### src/rtl/cfgc_pkg.sv
package cfgc_pkg;
  // register indexes on the config port
  localparam logic [7:0] IDX_CTRL_2 = 8'hC2;
  localparam logic [7:0] IDX_CTRL_3 = 8'hC3;
  localparam logic [7:0] IDX_CTRL_4 = 8'hE8;
  localparam logic [7:0] IDX_CTRL_5 = 8'hE9;
  localparam logic [7:0] IDX_CTRL_6 = 8'hEA;
  // window always reachable while the map is closed
  localparam logic [7:0] IDX_OPEN_LO = 8'hC0;
  localparam logic [7:0] IDX_OPEN_HI = 8'hCF;
  localparam logic [7:0] IDX_OPEN_FE = 8'hFE;
  localparam logic [7:0] IDX_OPEN_FF = 8'hFF;
  localparam logic [3:0] MAP_UNLOCK  = 4'h1;
  // implemented (storage) bits per register
  localparam logic [7:0] MASK_CTRL_2 = 8'hFF;
  localparam logic [7:0] MASK_CTRL_3 = 8'hF7;
  localparam logic [7:0] MASK_CTRL_4 = 8'h87;
  localparam logic [7:0] MASK_CTRL_5 = 8'h21;
  localparam logic [7:0] MASK_CTRL_6 = 8'h43;
  // reset values
  localparam logic [7:0] RST_CTRL_2 = 8'h00;
  localparam logic [7:0] RST_CTRL_3 = 8'h00;
  localparam logic [7:0] RST_CTRL_4 = 8'h05;
  localparam logic [7:0] RST_CTRL_5 = 8'h00;
  localparam logic [7:0] RST_CTRL_6 = 8'h00;
  // config_ctrl_2 fields
  localparam int B2_PINS_EN   = 7;
  localparam int B2_LEGACY_WG = 4;
  localparam int B2_HALT_LP   = 3;
  localparam int B2_NW_FREEZE = 2;
  localparam int B2_IDLE_INS  = 1;
  // config_ctrl_3 fields
  localparam int B3_MAP_HI    = 7;
  localparam int B3_MAP_LO    = 4;
  localparam int B3_LIN_BURST = 2;
  localparam int B3_NEST_NMI  = 1;
  localparam int B3_FREEZE    = 0;
  // config_ctrl_4 fields
  localparam int B4_IDENT     = 7;
  localparam int B4_IO_RECOVERY_DELAY_HI   = 2;
  localparam int B4_IO_RECOVERY_DELAY_LO   = 0;
  localparam logic [2:0] IO_RECOVERY_DELAY_NONE = 3'h7;
  // config_ctrl_5 fields
  localparam int B5_REGION_EN = 5;
  localparam int B5_WR_ALLOC  = 0;
  // config_ctrl_6 fields
  localparam int B6_NEST_MGMT = 6;
  localparam int B6_R3_GUARD  = 1;
  localparam int B6_ENH_MGMT  = 0;
  // legacy area 640 KByte up to 1 MByte
  localparam logic [31:0] LEGACY_LO = 32'h000A_0000;
  localparam logic [31:0] LEGACY_HI = 32'h0010_0000;
  localparam int REGION3 = 3;
endpackage

### src/rtl/cfgc_regs.sv
// Local design decisions: the placing of the registers and strobed register access.
module cfgc_regs #(
  parameter int REGIONS = 8
) (
  input  wire logic               clk,
  input  wire logic               srst,
  input  wire logic [7:0]         cfg_addr,
  input  wire logic [7:0]         cfg_wdata,
  input  wire logic               cfg_wr,
  input  wire logic               cfg_rd,
  output logic      [7:0]         cfg_rdata,
  input  wire logic               mgmt_active,
  input  wire logic               mgmt_entry,
  input  wire logic               mgmt_resume,
  input  wire logic               region3_mgmt_space,
  input  wire logic               region3_hit,
  input  wire logic               low_power_request_pin_n,
  output logic                    low_power_ack_pin_n_o,
  output logic                    low_power_ack_pin_oe,
  input  wire logic               halt_exec,
  input  wire logic               wake_event,
  output logic                    low_power_state,
  input  wire logic               acc_valid,
  input  wire logic               acc_write,
  input  wire logic               acc_cacheable,
  input  wire logic [31:0]        acc_addr,
  output logic                    write_blocked,
  output logic                    region3_is_mgmt,
  output logic                    no_writeback_locked,
  input  wire logic               burst_ready_seen,
  input  wire logic               addr_strobe_req,
  output logic                    bus_idle_slot,
  output logic                    addr_strobe_go,
  input  wire logic [1:0]         burst_start,
  input  wire logic [1:0]         burst_beat,
  output logic      [1:0]         burst_offset,
  output logic                    nmi_nest_ok,
  output logic                    mgmt_nest_ok,
  output logic                    mgmt_bits_locked,
  output logic                    enhanced_mgmt_mode,
  output logic                    ident_id_writable,
  input  wire logic               ident_exec,
  output logic                    ident_invalid_op,
  input  wire logic               io_access,
  output logic                    io_ready,
  output logic [REGIONS-1:0]      region_enable,
  input  wire logic               read_miss,
  input  wire logic               write_miss,
  output logic                    alloc_line
);

  ////////////////////////////////////////////////////////////////////
  // state
  typedef struct packed {
    logic [7:0] c2;
    logic [7:0] c3;
    logic [7:0] c4;
    logic [7:0] c5;
    logic [7:0] c6;
    logic [7:0] rdata;
    logic       req_s1;
    logic       req_s2;
    logic       low_power_request_pin_pin;
    logic       low_power_request_pin_halt;
    logic [6:0] io_cnt;
    logic       idle_pend;
    logic       ads_hold;
  } cfgc_state_s;

  cfgc_state_s st;
  cfgc_state_s next_st;

  // io gap in clocks for a recovery code
  function automatic logic [6:0] io_gap(input logic [2:0] code);
    if (code == cfgc_pkg::IO_RECOVERY_DELAY_NONE) begin
      return 7'h00;
    end
    return 7'(8'h01 << code);
  endfunction

  // index reachable under current map setting
  function automatic logic idx_open(input logic [7:0] a, input logic [3:0] map);
    logic win;
    win = (a >= cfgc_pkg::IDX_OPEN_LO) && (a <= cfgc_pkg::IDX_OPEN_HI);
    return (map == cfgc_pkg::MAP_UNLOCK) || win ||
           (a == cfgc_pkg::IDX_OPEN_FE) || (a == cfgc_pkg::IDX_OPEN_FF);
  endfunction

  ////////////////////////////////////////////////////////////////////
  // decode helpers
  logic       open_acc;
  logic       wr_c2;
  logic       wr_c3;
  logic       wr_c4;
  logic       wr_c5;
  logic       wr_c6;
  logic       frozen;
  logic       mgmt_wr_ok;
  logic [7:0] rd_val;
  logic       legacy_hit;
  logic       r3_active;

  // map gating shared by reads and writes
  assign open_acc = idx_open(cfg_addr, st.c3[cfgc_pkg::B3_MAP_HI:cfgc_pkg::B3_MAP_LO]);
  assign frozen     = st.c3[cfgc_pkg::B3_FREEZE];
  // locked bits only change from inside a handler
  assign mgmt_wr_ok = !frozen || mgmt_active;

  // address decode
  always_comb begin
    wr_c2 = 1'b0;
    wr_c3 = 1'b0;
    wr_c4 = 1'b0;
    wr_c5 = 1'b0;
    wr_c6 = 1'b0;
    rd_val = 8'h00; // unmapped or closed reads give zero
    if (!open_acc) begin
      rd_val = 8'h00;
    end else if (cfg_addr == cfgc_pkg::IDX_CTRL_2) begin
      wr_c2 = cfg_wr;
      rd_val = st.c2; // reserved bits read back stored
    end else if (cfg_addr == cfgc_pkg::IDX_CTRL_3) begin
      wr_c3 = cfg_wr;
      rd_val = st.c3;
    end else if (cfg_addr == cfgc_pkg::IDX_CTRL_4) begin
      wr_c4 = cfg_wr;
      rd_val = st.c4;
    end else if (cfg_addr == cfgc_pkg::IDX_CTRL_5) begin
      wr_c5 = cfg_wr;
      rd_val = st.c5;
    end else if (cfg_addr == cfgc_pkg::IDX_CTRL_6) begin
      wr_c6 = cfg_wr;
      rd_val = st.c6;
    end
  end

  ////////////////////////////////////////////////////////////////////
  // next state
  always_comb begin
    next_st = st;
    // read data stand only in the cycle after the strobe
    next_st.rdata = cfg_rd ? rd_val : 8'h00;
    if (wr_c2) begin
      next_st.c2 = cfg_wdata & cfgc_pkg::MASK_CTRL_2;
    end
    if (wr_c3) begin
      next_st.c3[cfgc_pkg::B3_MAP_HI:cfgc_pkg::B3_MAP_LO] =
        cfg_wdata[cfgc_pkg::B3_MAP_HI:cfgc_pkg::B3_MAP_LO];
      next_st.c3[cfgc_pkg::B3_LIN_BURST] = cfg_wdata[cfgc_pkg::B3_LIN_BURST];
      if (mgmt_wr_ok) begin
        next_st.c3[cfgc_pkg::B3_NEST_NMI] = cfg_wdata[cfgc_pkg::B3_NEST_NMI];
      end
      // write of one sets, zero never clears
      next_st.c3[cfgc_pkg::B3_FREEZE] = frozen | cfg_wdata[cfgc_pkg::B3_FREEZE];
    end
    if (wr_c4) begin
      next_st.c4 = cfg_wdata & cfgc_pkg::MASK_CTRL_4;
    end
    if (wr_c5) begin
      next_st.c5 = cfg_wdata & cfgc_pkg::MASK_CTRL_5;
    end
    if (wr_c6) begin
      next_st.c6[cfgc_pkg::B6_R3_GUARD] = cfg_wdata[cfgc_pkg::B6_R3_GUARD];
      if (mgmt_wr_ok) begin
        next_st.c6[cfgc_pkg::B6_NEST_MGMT] = cfg_wdata[cfgc_pkg::B6_NEST_MGMT];
        next_st.c6[cfgc_pkg::B6_ENH_MGMT]  = cfg_wdata[cfgc_pkg::B6_ENH_MGMT];
      end
    end
    // hardware events win over software writes
    if (mgmt_entry) begin
      next_st.c6[cfgc_pkg::B6_NEST_MGMT] = 1'b0;
    end else if (mgmt_resume) begin
      next_st.c6[cfgc_pkg::B6_NEST_MGMT] = 1'b1;
    end
    // suspend request pin, two stage sync
    next_st.req_s1 = !low_power_request_pin_n;
    next_st.req_s2 = st.req_s1;
    // pin only honoured while enabled
    next_st.low_power_request_pin_pin = st.c2[cfgc_pkg::B2_PINS_EN] && st.req_s2;
    if (wake_event) begin
      next_st.low_power_request_pin_halt = 1'b0;
    end
    if (halt_exec && st.c2[cfgc_pkg::B2_HALT_LP]) begin
      next_st.low_power_request_pin_halt = 1'b1;
    end
    // io recovery spacing in bus clocks
    if (io_access) begin
      next_st.io_cnt = io_gap(st.c4[cfgc_pkg::B4_IO_RECOVERY_DELAY_HI:cfgc_pkg::B4_IO_RECOVERY_DELAY_LO]);
    end else if (st.io_cnt != 7'h00) begin
      next_st.io_cnt = st.io_cnt - 7'h01;
    end
    // idle slot one cycle after burst ready
    next_st.idle_pend = st.c2[cfgc_pkg::B2_IDLE_INS] && burst_ready_seen;
    next_st.ads_hold  = st.c2[cfgc_pkg::B2_IDLE_INS] && addr_strobe_req;
    if (srst) begin
      next_st = '0;
      next_st.c2 = cfgc_pkg::RST_CTRL_2;
      next_st.c3 = cfgc_pkg::RST_CTRL_3;
      next_st.c4 = cfgc_pkg::RST_CTRL_4;
      next_st.c5 = cfgc_pkg::RST_CTRL_5;
      next_st.c6 = cfgc_pkg::RST_CTRL_6;
    end
  end

  // single state register
  always_ff @(posedge clk) begin
    st <= next_st;
  end

  ////////////////////////////////////////////////////////////////////
  // outputs
  assign cfg_rdata = st.rdata;

  // ack low while suspended, floats when pins off
  assign low_power_ack_pin_oe  = st.c2[cfgc_pkg::B2_PINS_EN];
  assign low_power_ack_pin_n_o = !(st.low_power_request_pin_pin || st.low_power_request_pin_halt);
  assign low_power_state       = st.low_power_request_pin_pin || st.low_power_request_pin_halt;

  // region enables; region3 forced on in mgmt space
  always_comb begin
    region_enable = {REGIONS{st.c5[cfgc_pkg::B5_REGION_EN]}};
    if (region3_mgmt_space) begin
      region_enable[cfgc_pkg::REGION3] = 1'b1;
    end
  end
  assign r3_active       = region_enable[cfgc_pkg::REGION3] && region3_hit;
  assign region3_is_mgmt = r3_active && region3_mgmt_space;

  // write protection checks
  assign legacy_hit = (acc_addr >= cfgc_pkg::LEGACY_LO) && (acc_addr < cfgc_pkg::LEGACY_HI);
  assign write_blocked = acc_valid && acc_write &&
    ((st.c2[cfgc_pkg::B2_LEGACY_WG] && acc_cacheable && legacy_hit) ||
     (st.c6[cfgc_pkg::B6_R3_GUARD] && r3_active && !mgmt_active));

  assign no_writeback_locked = st.c2[cfgc_pkg::B2_NW_FREEZE];

  // idle insertion delays the strobe by one cycle
  assign bus_idle_slot  = st.idle_pend;
  assign addr_strobe_go = st.c2[cfgc_pkg::B2_IDLE_INS] ? st.ads_hold : addr_strobe_req;

  // linear adds, 1+4 interleave xors
  assign burst_offset = st.c3[cfgc_pkg::B3_LIN_BURST] ? 2'(burst_start + burst_beat)
                                                     : (burst_start ^ burst_beat);

  // nesting permissions
  assign nmi_nest_ok        = st.c3[cfgc_pkg::B3_NEST_NMI] && mgmt_active;
  assign enhanced_mgmt_mode = st.c6[cfgc_pkg::B6_ENH_MGMT];
  assign mgmt_nest_ok       = st.c6[cfgc_pkg::B6_ENH_MGMT] && st.c6[cfgc_pkg::B6_NEST_MGMT];
  assign mgmt_bits_locked   = frozen && !mgmt_active;

  // identification instruction gate
  assign ident_id_writable = st.c4[cfgc_pkg::B4_IDENT];
  assign ident_invalid_op  = ident_exec && !st.c4[cfgc_pkg::B4_IDENT];

  assign io_ready   = (st.io_cnt == 7'h00);
  assign alloc_line = read_miss || (write_miss && st.c5[cfgc_pkg::B5_WR_ALLOC]);
endmodule

### config.mk
export PLATFORM = sky130hd
export DESIGN_NAME = cfgc_regs
export DESIGN_NICKNAME = d
export VERILOG_FILES = /design/src/rtl/cfgc_pkg.sv /design/src/rtl/cfgc_regs.sv
export SDC_FILE = /design/constraint.sdc
export NUM_CORES = 1
export LEC_CHECK = 0
export BUFFER_PORTS_ARGS = -buffer_cell sky130_fd_sc_hd__buf_4
export CORE_MARGIN = 3
export CORE_UTILIZATION = 45
export CTS_CLUSTER_DIAMETER = 50
export DETAILED_ROUTE_END_ITERATION = 10
export GPL_ROUTABILITY_DRIVEN = 0
export GPL_TIMING_DRIVEN = 1
export PLACE_DENSITY = 0.86
export SLEW_MARGIN = 40
export SYNTH_ARGS = -nofsm -noshare
export SYNTH_HDL_FRONTEND = slang
export SYNTH_SLANG_ARGS = --single-unit
### constraint.sdc
create_clock -name clk -period 2.1 [get_ports clk]
set_input_delay 0.315 -clock clk [delete_from_list [all_inputs] [get_ports clk]]
set_output_delay 0.315 -clock clk [all_outputs]
set_load 0.01 [all_outputs]
==> results.sh, run 1 <==
export IMPL_outcome="complete, no violations"
export IMPL_slew_limit_headroom=0.5039
export IMPL_start_util=0.4808
export IMPL_fp_row_count=25
export IMPL_finish_utilization=0.6395
export IMPL_ant_nets=0
export IMPL_syn_inst=261
export IMPL_cp_required_ns=2.29
export IMPL_grt_max_degree=30
export IMPL_worstSkewPairLatency_ns=0.30
export IMPL_synth_seq_area_share=0.3840
export IMPL_start_kind="register"
export IMPL_die_y_um=78.21
export IMPL_setup_violations=0
export IMPL_drt_total_wl_um=6357
export IMPL_worstMarginPinSlew_ns=0.7373
export IMPL_area_growth_pct=33.01
export IMPL_cp_arrival_ns=2.14
export IMPL_rsz0062_at_grt="no"
export IMPL_p_total_mw=2.171
export IMPL_via_per_inst=5.568
export IMPL_netlist_area_um2=2346
export IMPL_synth_area_per_cell_um2=8.989
export IMPL_gr_usage_all_layers=0.2087
export IMPL_cap_violations=0
export IMPL_p_per_area_nw_per_um2=695.7
export IMPL_synthTopCellsByArea="dfxtp_1, mux2i_1, nor2_1, buf_4, mux2_2"
export IMPL_port_buffers=89
export IMPL_ys_seq_elements=45
export IMPL_fin_cells=407
export IMPL_grt_ovfl_total=0
export IMPL_first_global_vias=2139
export IMPL_criticalPathCategory="reg2reg"
export IMPL_maxSlewViolCount=0
export IMPL_finalCritPeriodShare=0.9275
export IMPL_first_pass_iters=4
export IMPL_cp_num_buf_inv=0
export IMPL_cp_end_kind="register"
export IMPL_synth_top_area_cell="dfxtp_1"
export IMPL_cp_cell_sequence="nor4b_1, a211oi_1, or4_1, mux2i_1"
export IMPL_drive_gt1_frac=0.3382
export IMPL_clk_pin_slew_ns=0.08
export IMPL_grt_pass1_wl_um=10220
export IMPL_leakage_nw=1.439
export IMPL_final_min_clock_period_ns=1.948
export IMPL_drc_errors=0
export IMPL_critPathMaxStageDelay_ns=0.60
export IMPL_max_freq_ghz=0.5134
export IMPL_numClockSinks=45
export IMPL_antenna_found_initial=0
export IMPL_wl_per_cell_um=15.62
export IMPL_ys_types=56
export IMPL_synth_edff_count=0
export IMPL_hold_viol_final=0
export IMPL_tns_ns=0
export IMPL_async_flop_share=0
export IMPL_insertedDiodeCount=0
export IMPL_cp_max_fo=4
export IMPL_synth_nets=337
export IMPL_numCtsBuffers=5
export IMPL_final_nets=415
export IMPL_crit_family="simple AND/OR/NAND/NOR gates"
export IMPL_synthTopCellsByCount="dfxtp_1, nor2_1, mux2i_1"
export IMPL_place_inst=399
export IMPL_ys_flop_type="dfxtp_1"
export IMPL_io_pins=107
export IMPL_synth_top_area_frac=0.3840
export IMPL_skew_ns=0.006603
export IMPL_ctsHtreeMaxLevel=2
export IMPL_dp_hpwl_um=4955
export IMPL_vias=2266
export IMPL_synth_most_common_cell="dfxtp_1"
export IMPL_max_clock_path_buffers=2
export IMPL_hold_slack_ns=0.1530
export IMPL_coreArea_um2=4880
export IMPL_cts_tree="done"
export IMPL_min_path_type="in2reg"
export IMPL_dieArea_um2=6116
export IMPL_fp_dieW_um=78.21
export IMPL_cts_root_buf="clkbuf_8"
export IMPL_slowest_stage="or4_1"
export IMPL_drt_iter0_drc=236
export IMPL_peakVddDrop_mv=0.3929
export IMPL_pre_cts_ws_ns=0.2230
export IMPL_placed_cell_area_um2=2989
export IMPL_post_cts_setup_buffer_count=0
export IMPL_fin_area_um2=3120
export IMPL_timing_final_ws_setup_ns=0.1523
export IMPL_yosys_warnings=0
-- area by class of cell --
class / instances / area [µm²]
multi-input combinational: 184 / 1269
inverter: 7 / 26.28
sequential: 45 / 900.9
tap: 67 / 83.83
fill: 429 / 1759
clock buffer: 6 / 82.58
clock inverter: 2 / 37.54
timing repair buffer: 96 / 720.7
-- worst register-to-register path, delay by kind of cell (launching register included) --
family	cells	cell delay, ns
mux	1	0.14
compound gates	1	0.20
simple gates	2	1.17
flops	1	0.33
-- layer usage --
metal	part of all wire	up-vias	wire, µm	GRT usage
li1	-	1096	-	-
met1	0.38	1058	2438	0.2495
met2	0.53	97	3339	0.3733
met3	0.073	15	466	0.04358
met4	0.018	0	112	0.06469
met5	0	-	0	0
-- state kept, by name, indices dropped and copies added (netlist names) --
signal                count
bus_idle_slot             1
cfg_rdata                 8
enhanced_mgmt_mode        1
frozen                    1
ident_id_writable         1
low_power_ack_pin_oe      1
no_writeback_locked       1
region_enable             1
st                       30
-- cells in the final DEF, fill, tap and decap left out, types with 2 or more instances in the layout --
master     n
a211o_1    3
a211oi_1   2
a21boi_0   2
a21o_1     3
a21oi_1   10
a22oi_1    3
a32oi_1    2
and2_1     3
and3_1     7
and4b_1    2
buf_4     96
clkbuf_8   6
dfxtp_1   45
ha_1       3
inv_1      6
mux2_2     6
mux2i_1   23
nand2_1   13
nand2b_1   2
nand3_1    6
nand4_1    4
nand4b_1   2
nor2_1    33
nor2b_1    7
nor3_1     5
nor4_1     3
nor4b_1    6
o21ai_0    2
o31ai_1    4
or2_2      2
or4_1      3
xnor2_1    2
-- cells by family after synthesis --
logic type	Yosys count	synth area share
adder cells (fa/ha/maj)	3	0.01600
flip-flops	45	0.3840
buffers and inverters	32	0.08000
multiplexers	29	0.1269
AO/OA/AOI/OAI	43	0.1328
XOR/XNOR	3	0.01120
AND/OR/NAND/NOR	106	0.2491
-- worst paths after layout --
kind	startpoint	endpoint	slack, ns	cells after the start
max	st[52]	enhanced_mgmt_mode	0.15	4
min	low_power_request_pin_n	st[12]	0.15	2
max reg2reg	st[52]	enhanced_mgmt_mode	0.15	4
min reg2reg	st[12]	st[11]	0.45	1
-- what timing repair did --
| action | 4_1_cts | 5_1_grt |
|---|---|---|
| gates resized for setup | 0 | 2 |
| hold buffers | 0 | 0 |
| setup endpoints to repair | 0 | 2 |
-- where the power goes --
part           internal (mW)  switching, mW
Sequential             0.892         0.0437
Clock                  0.387          0.295
Combinational          0.275          0.278
No activity file was read; power rests on OpenSTA's default activity.
==> run 2: changes to the inputs <==
--- a/config.mk
+++ b/config.mk
@@ -5,6 +5,7 @@
 export SDC_FILE = /design/constraint.sdc
 export NUM_CORES = 1
 export LEC_CHECK = 0
+export ABC_AREA = 1
 export BUFFER_PORTS_ARGS = -buffer_cell sky130_fd_sc_hd__buf_4
 export CORE_MARGIN = 3
 export CORE_UTILIZATION = 45
==> constraint.sdc (replaced) <==
create_clock -name clk -period 1.85 [get_ports clk]
set_input_delay 0.2775 -clock clk [delete_from_list [all_inputs] [get_ports clk]]
set_output_delay 0.2775 -clock clk [all_outputs]
set_load 0.01 [all_outputs]
==> run 2 against run 1 <==
Net effect: via count increased by 8.8%; synthesized area increased by 1.4%; power increased by 5.8%; clock skew about the same; global-route usage about the same; final cell count increased by 19%; hold slack got worse by 0.036 ns; combinational power decreased by 9.9%; flip-flop and latch count unchanged; critical path type is now reg2out.
==> results.sh, run 2 <==
export IMPL_max_clock_path_buffers=2
export IMPL_fp_dieW_um=78.72
export IMPL_async_flop_share=0
export IMPL_coreArea_um2=4911
export IMPL_peakVddDrop_mv=0.4591
export IMPL_ys_seq_elements=45
export IMPL_cp_arrival_ns=1.33
export IMPL_p_per_area_nw_per_um2=739.1
export IMPL_regMostFlops="st"
export IMPL_max_freq_ghz=0.6217
export IMPL_synth_most_common_cell="nand2_1"
export IMPL_hold_start="low_power_request_pin_n"
export IMPL_drc_errors=0
export IMPL_crit_path_start="region_enable[0]"
export IMPL_synth_edff_count=0
export IMPL_start_util=0.4846
export IMPL_largest_reg_flops=30
export IMPL_hold_buffers=0
export IMPL_fp_row_count=25
export IMPL_area_growth_pct=30.60
export IMPL_final_min_clock_period_ns=1.609
export IMPL_fin_area_um2=3108
export IMPL_first_pass_iters=5
export IMPL_vias=2466
export IMPL_drt_iter0_drc=185
export IMPL_outcome="complete, no violations"
export IMPL_cp_max_fo=10
export IMPL_yosys_warnings=0
export IMPL_wl_per_cell_um=12.98
export IMPL_rr_startpoint="st[5]"
export IMPL_timing_final_ws_setup_ns=0.2414
export IMPL_drt_total_wl_um=6268
export IMPL_numCtsBuffers=5
export IMPL_cap_violations=0
export IMPL_synth_nets=414
export IMPL_syn_inst=338
export IMPL_dieArea_um2=6197
export IMPL_insertedDiodeCount=0
export IMPL_synth_area_per_cell_um2=7.041
export IMPL_cp_required_ns=1.57
export IMPL_final_cell_mix="buf_4, nand2_1, inv_1, dfxtp_1, nor2_1"
export IMPL_p_total_mw=2.297
export IMPL_ys_flop_type="dfxtp_1"
export IMPL_numClockSinks=45
export IMPL_maxSlewViolCount=0
export IMPL_setup_violations=0
export IMPL_via_per_inst=5.106
export IMPL_finalCritPeriodShare=0.8695
export IMPL_slew_limit_headroom=0.7145
export IMPL_ys_types=40
export IMPL_worstMarginPinSlew_ns=0.4267
export IMPL_min_path_type="in2reg"
export IMPL_synth_seq_area_share=0.3785
export IMPL_hold_viol_final=0
export IMPL_placed_cell_area_um2=2992
export IMPL_port_buffers=89
export IMPL_netlist_area_um2=2380
export IMPL_synthTopCellsByArea="dfxtp_1, nand2_1, inv_1, nor2_1, a21oi_1"
export IMPL_rsz0062_at_grt="no"
export IMPL_cts_repair_resized=0
export IMPL_layout_commonest_cell="buf_4"
export IMPL_finish_utilization=0.6329
export IMPL_post_cts_setup_buffer_count=0
export IMPL_start_kind="register"
export IMPL_tns_ns=0
export IMPL_grt_ovfl_total=0
export IMPL_skew_ns=0.006871
export IMPL_die_y_um=78.72
export IMPL_first_global_vias=2375
export IMPL_criticalPathCategory="reg2out"
export IMPL_synthTopCellsByCount="nand2_1, dfxtp_1, inv_1"
export IMPL_ant_nets=0
export IMPL_worstSkewPairLatency_ns=0.30
export IMPL_pre_cts_ws_ns=0.2857
export IMPL_io_pins=107
export IMPL_antenna_found_initial=0
export IMPL_cts_root_buf="clkbuf_8"
export IMPL_grt_pass1_wl_um=10380
export IMPL_grt_max_degree=20
export IMPL_ctsHtreeMaxLevel=2
export IMPL_synth_top_area_cell="dfxtp_1"
export IMPL_leakage_nw=1.471
export IMPL_gr_usage_all_layers=0.2091
export IMPL_dp_hpwl_um=4900
export IMPL_clk_pin_slew_ns=0.08
export IMPL_cts_tree="done"
export IMPL_drive_gt1_frac=0.3029
export IMPL_final_nets=491
export IMPL_synth_top_area_frac=0.3785
export IMPL_cp_end_kind="output pin"
run 2: per-layer routing:
| layer | share of wire | track usage | vias to the layer above |
|---|---|---|---|
| li1 | - | - | 1222 |
| met1 | 0.39 | 0.2475 | 1097 |
| met2 | 0.50 | 0.3650 | 128 |
| met3 | 0.088 | 0.04989 | 19 |
| met4 | 0.019 | 0.07867 | 0 |
| met5 | 0 | 0 | - |
run 2: cells by family (layout without fill, tap and decap cells):
group,Yosys count,after routing,synth area share
simple gates,153,153,0.2960
buf+inv,71,149,0.1435
compound gates,60,60,0.1441
flops,45,45,0.3785
xor+xnor,6,6,0.02208
fa+ha+maj,3,3,0.01577
run 2: worst paths after layout:
path | to | slack [ns] | cells past startpoint
worst max register to register | st[6] | 0.43 | 8
worst max-delay path | write_blocked | 0.24 | 4
worst min register to register | st[11] | 0.41 | 2
worst min-delay path | st[12] | 0.12 | 2
run 2: through the flow:
| step | std cells | hold WS [ns] |
|---|---|---|
| 5_1_grt | 483 | 0.1185 |
| 4_1_cts | 483 | 0.1136 |
| 6_report | 483 | 0.1170 |
| 3_5_place_dp | 475 | 0.4018 |
| 2_1_floorplan | 338 | 0.3442 |
| 3_3_place_gp | 475 | 0.3905 |
run 2: cell type report:
type | count | area [µm²]
clock inverters | 1 | 30.03
flip-flops and latches | 45 | 900.9
clock buffers | 7 | 86.33
multi-input cells | 222 | 1137
well taps | 67 | 83.83
repair buffers | 90 | 675.6
fillers | 435 | 1803
inverters | 51 | 193.9
run 2: where the power goes:
part	switching [mW]	total (mW)	internal, mW	leakage (nW)
clock network	0.321	0.761	0.440	0.0585
registers	0.0275	1.04	1.01	0.364
logic	0.273	0.499	0.226	1.05
total	0.622	2.30	1.68	1.47
run 2: worst max-delay path: stages (launching register included):
cell and delay (ns):
dfxtp_1 0.50, o21a_1 0.20, nand2_1 0.05, a21oi_1 0.14, buf_4 0.14
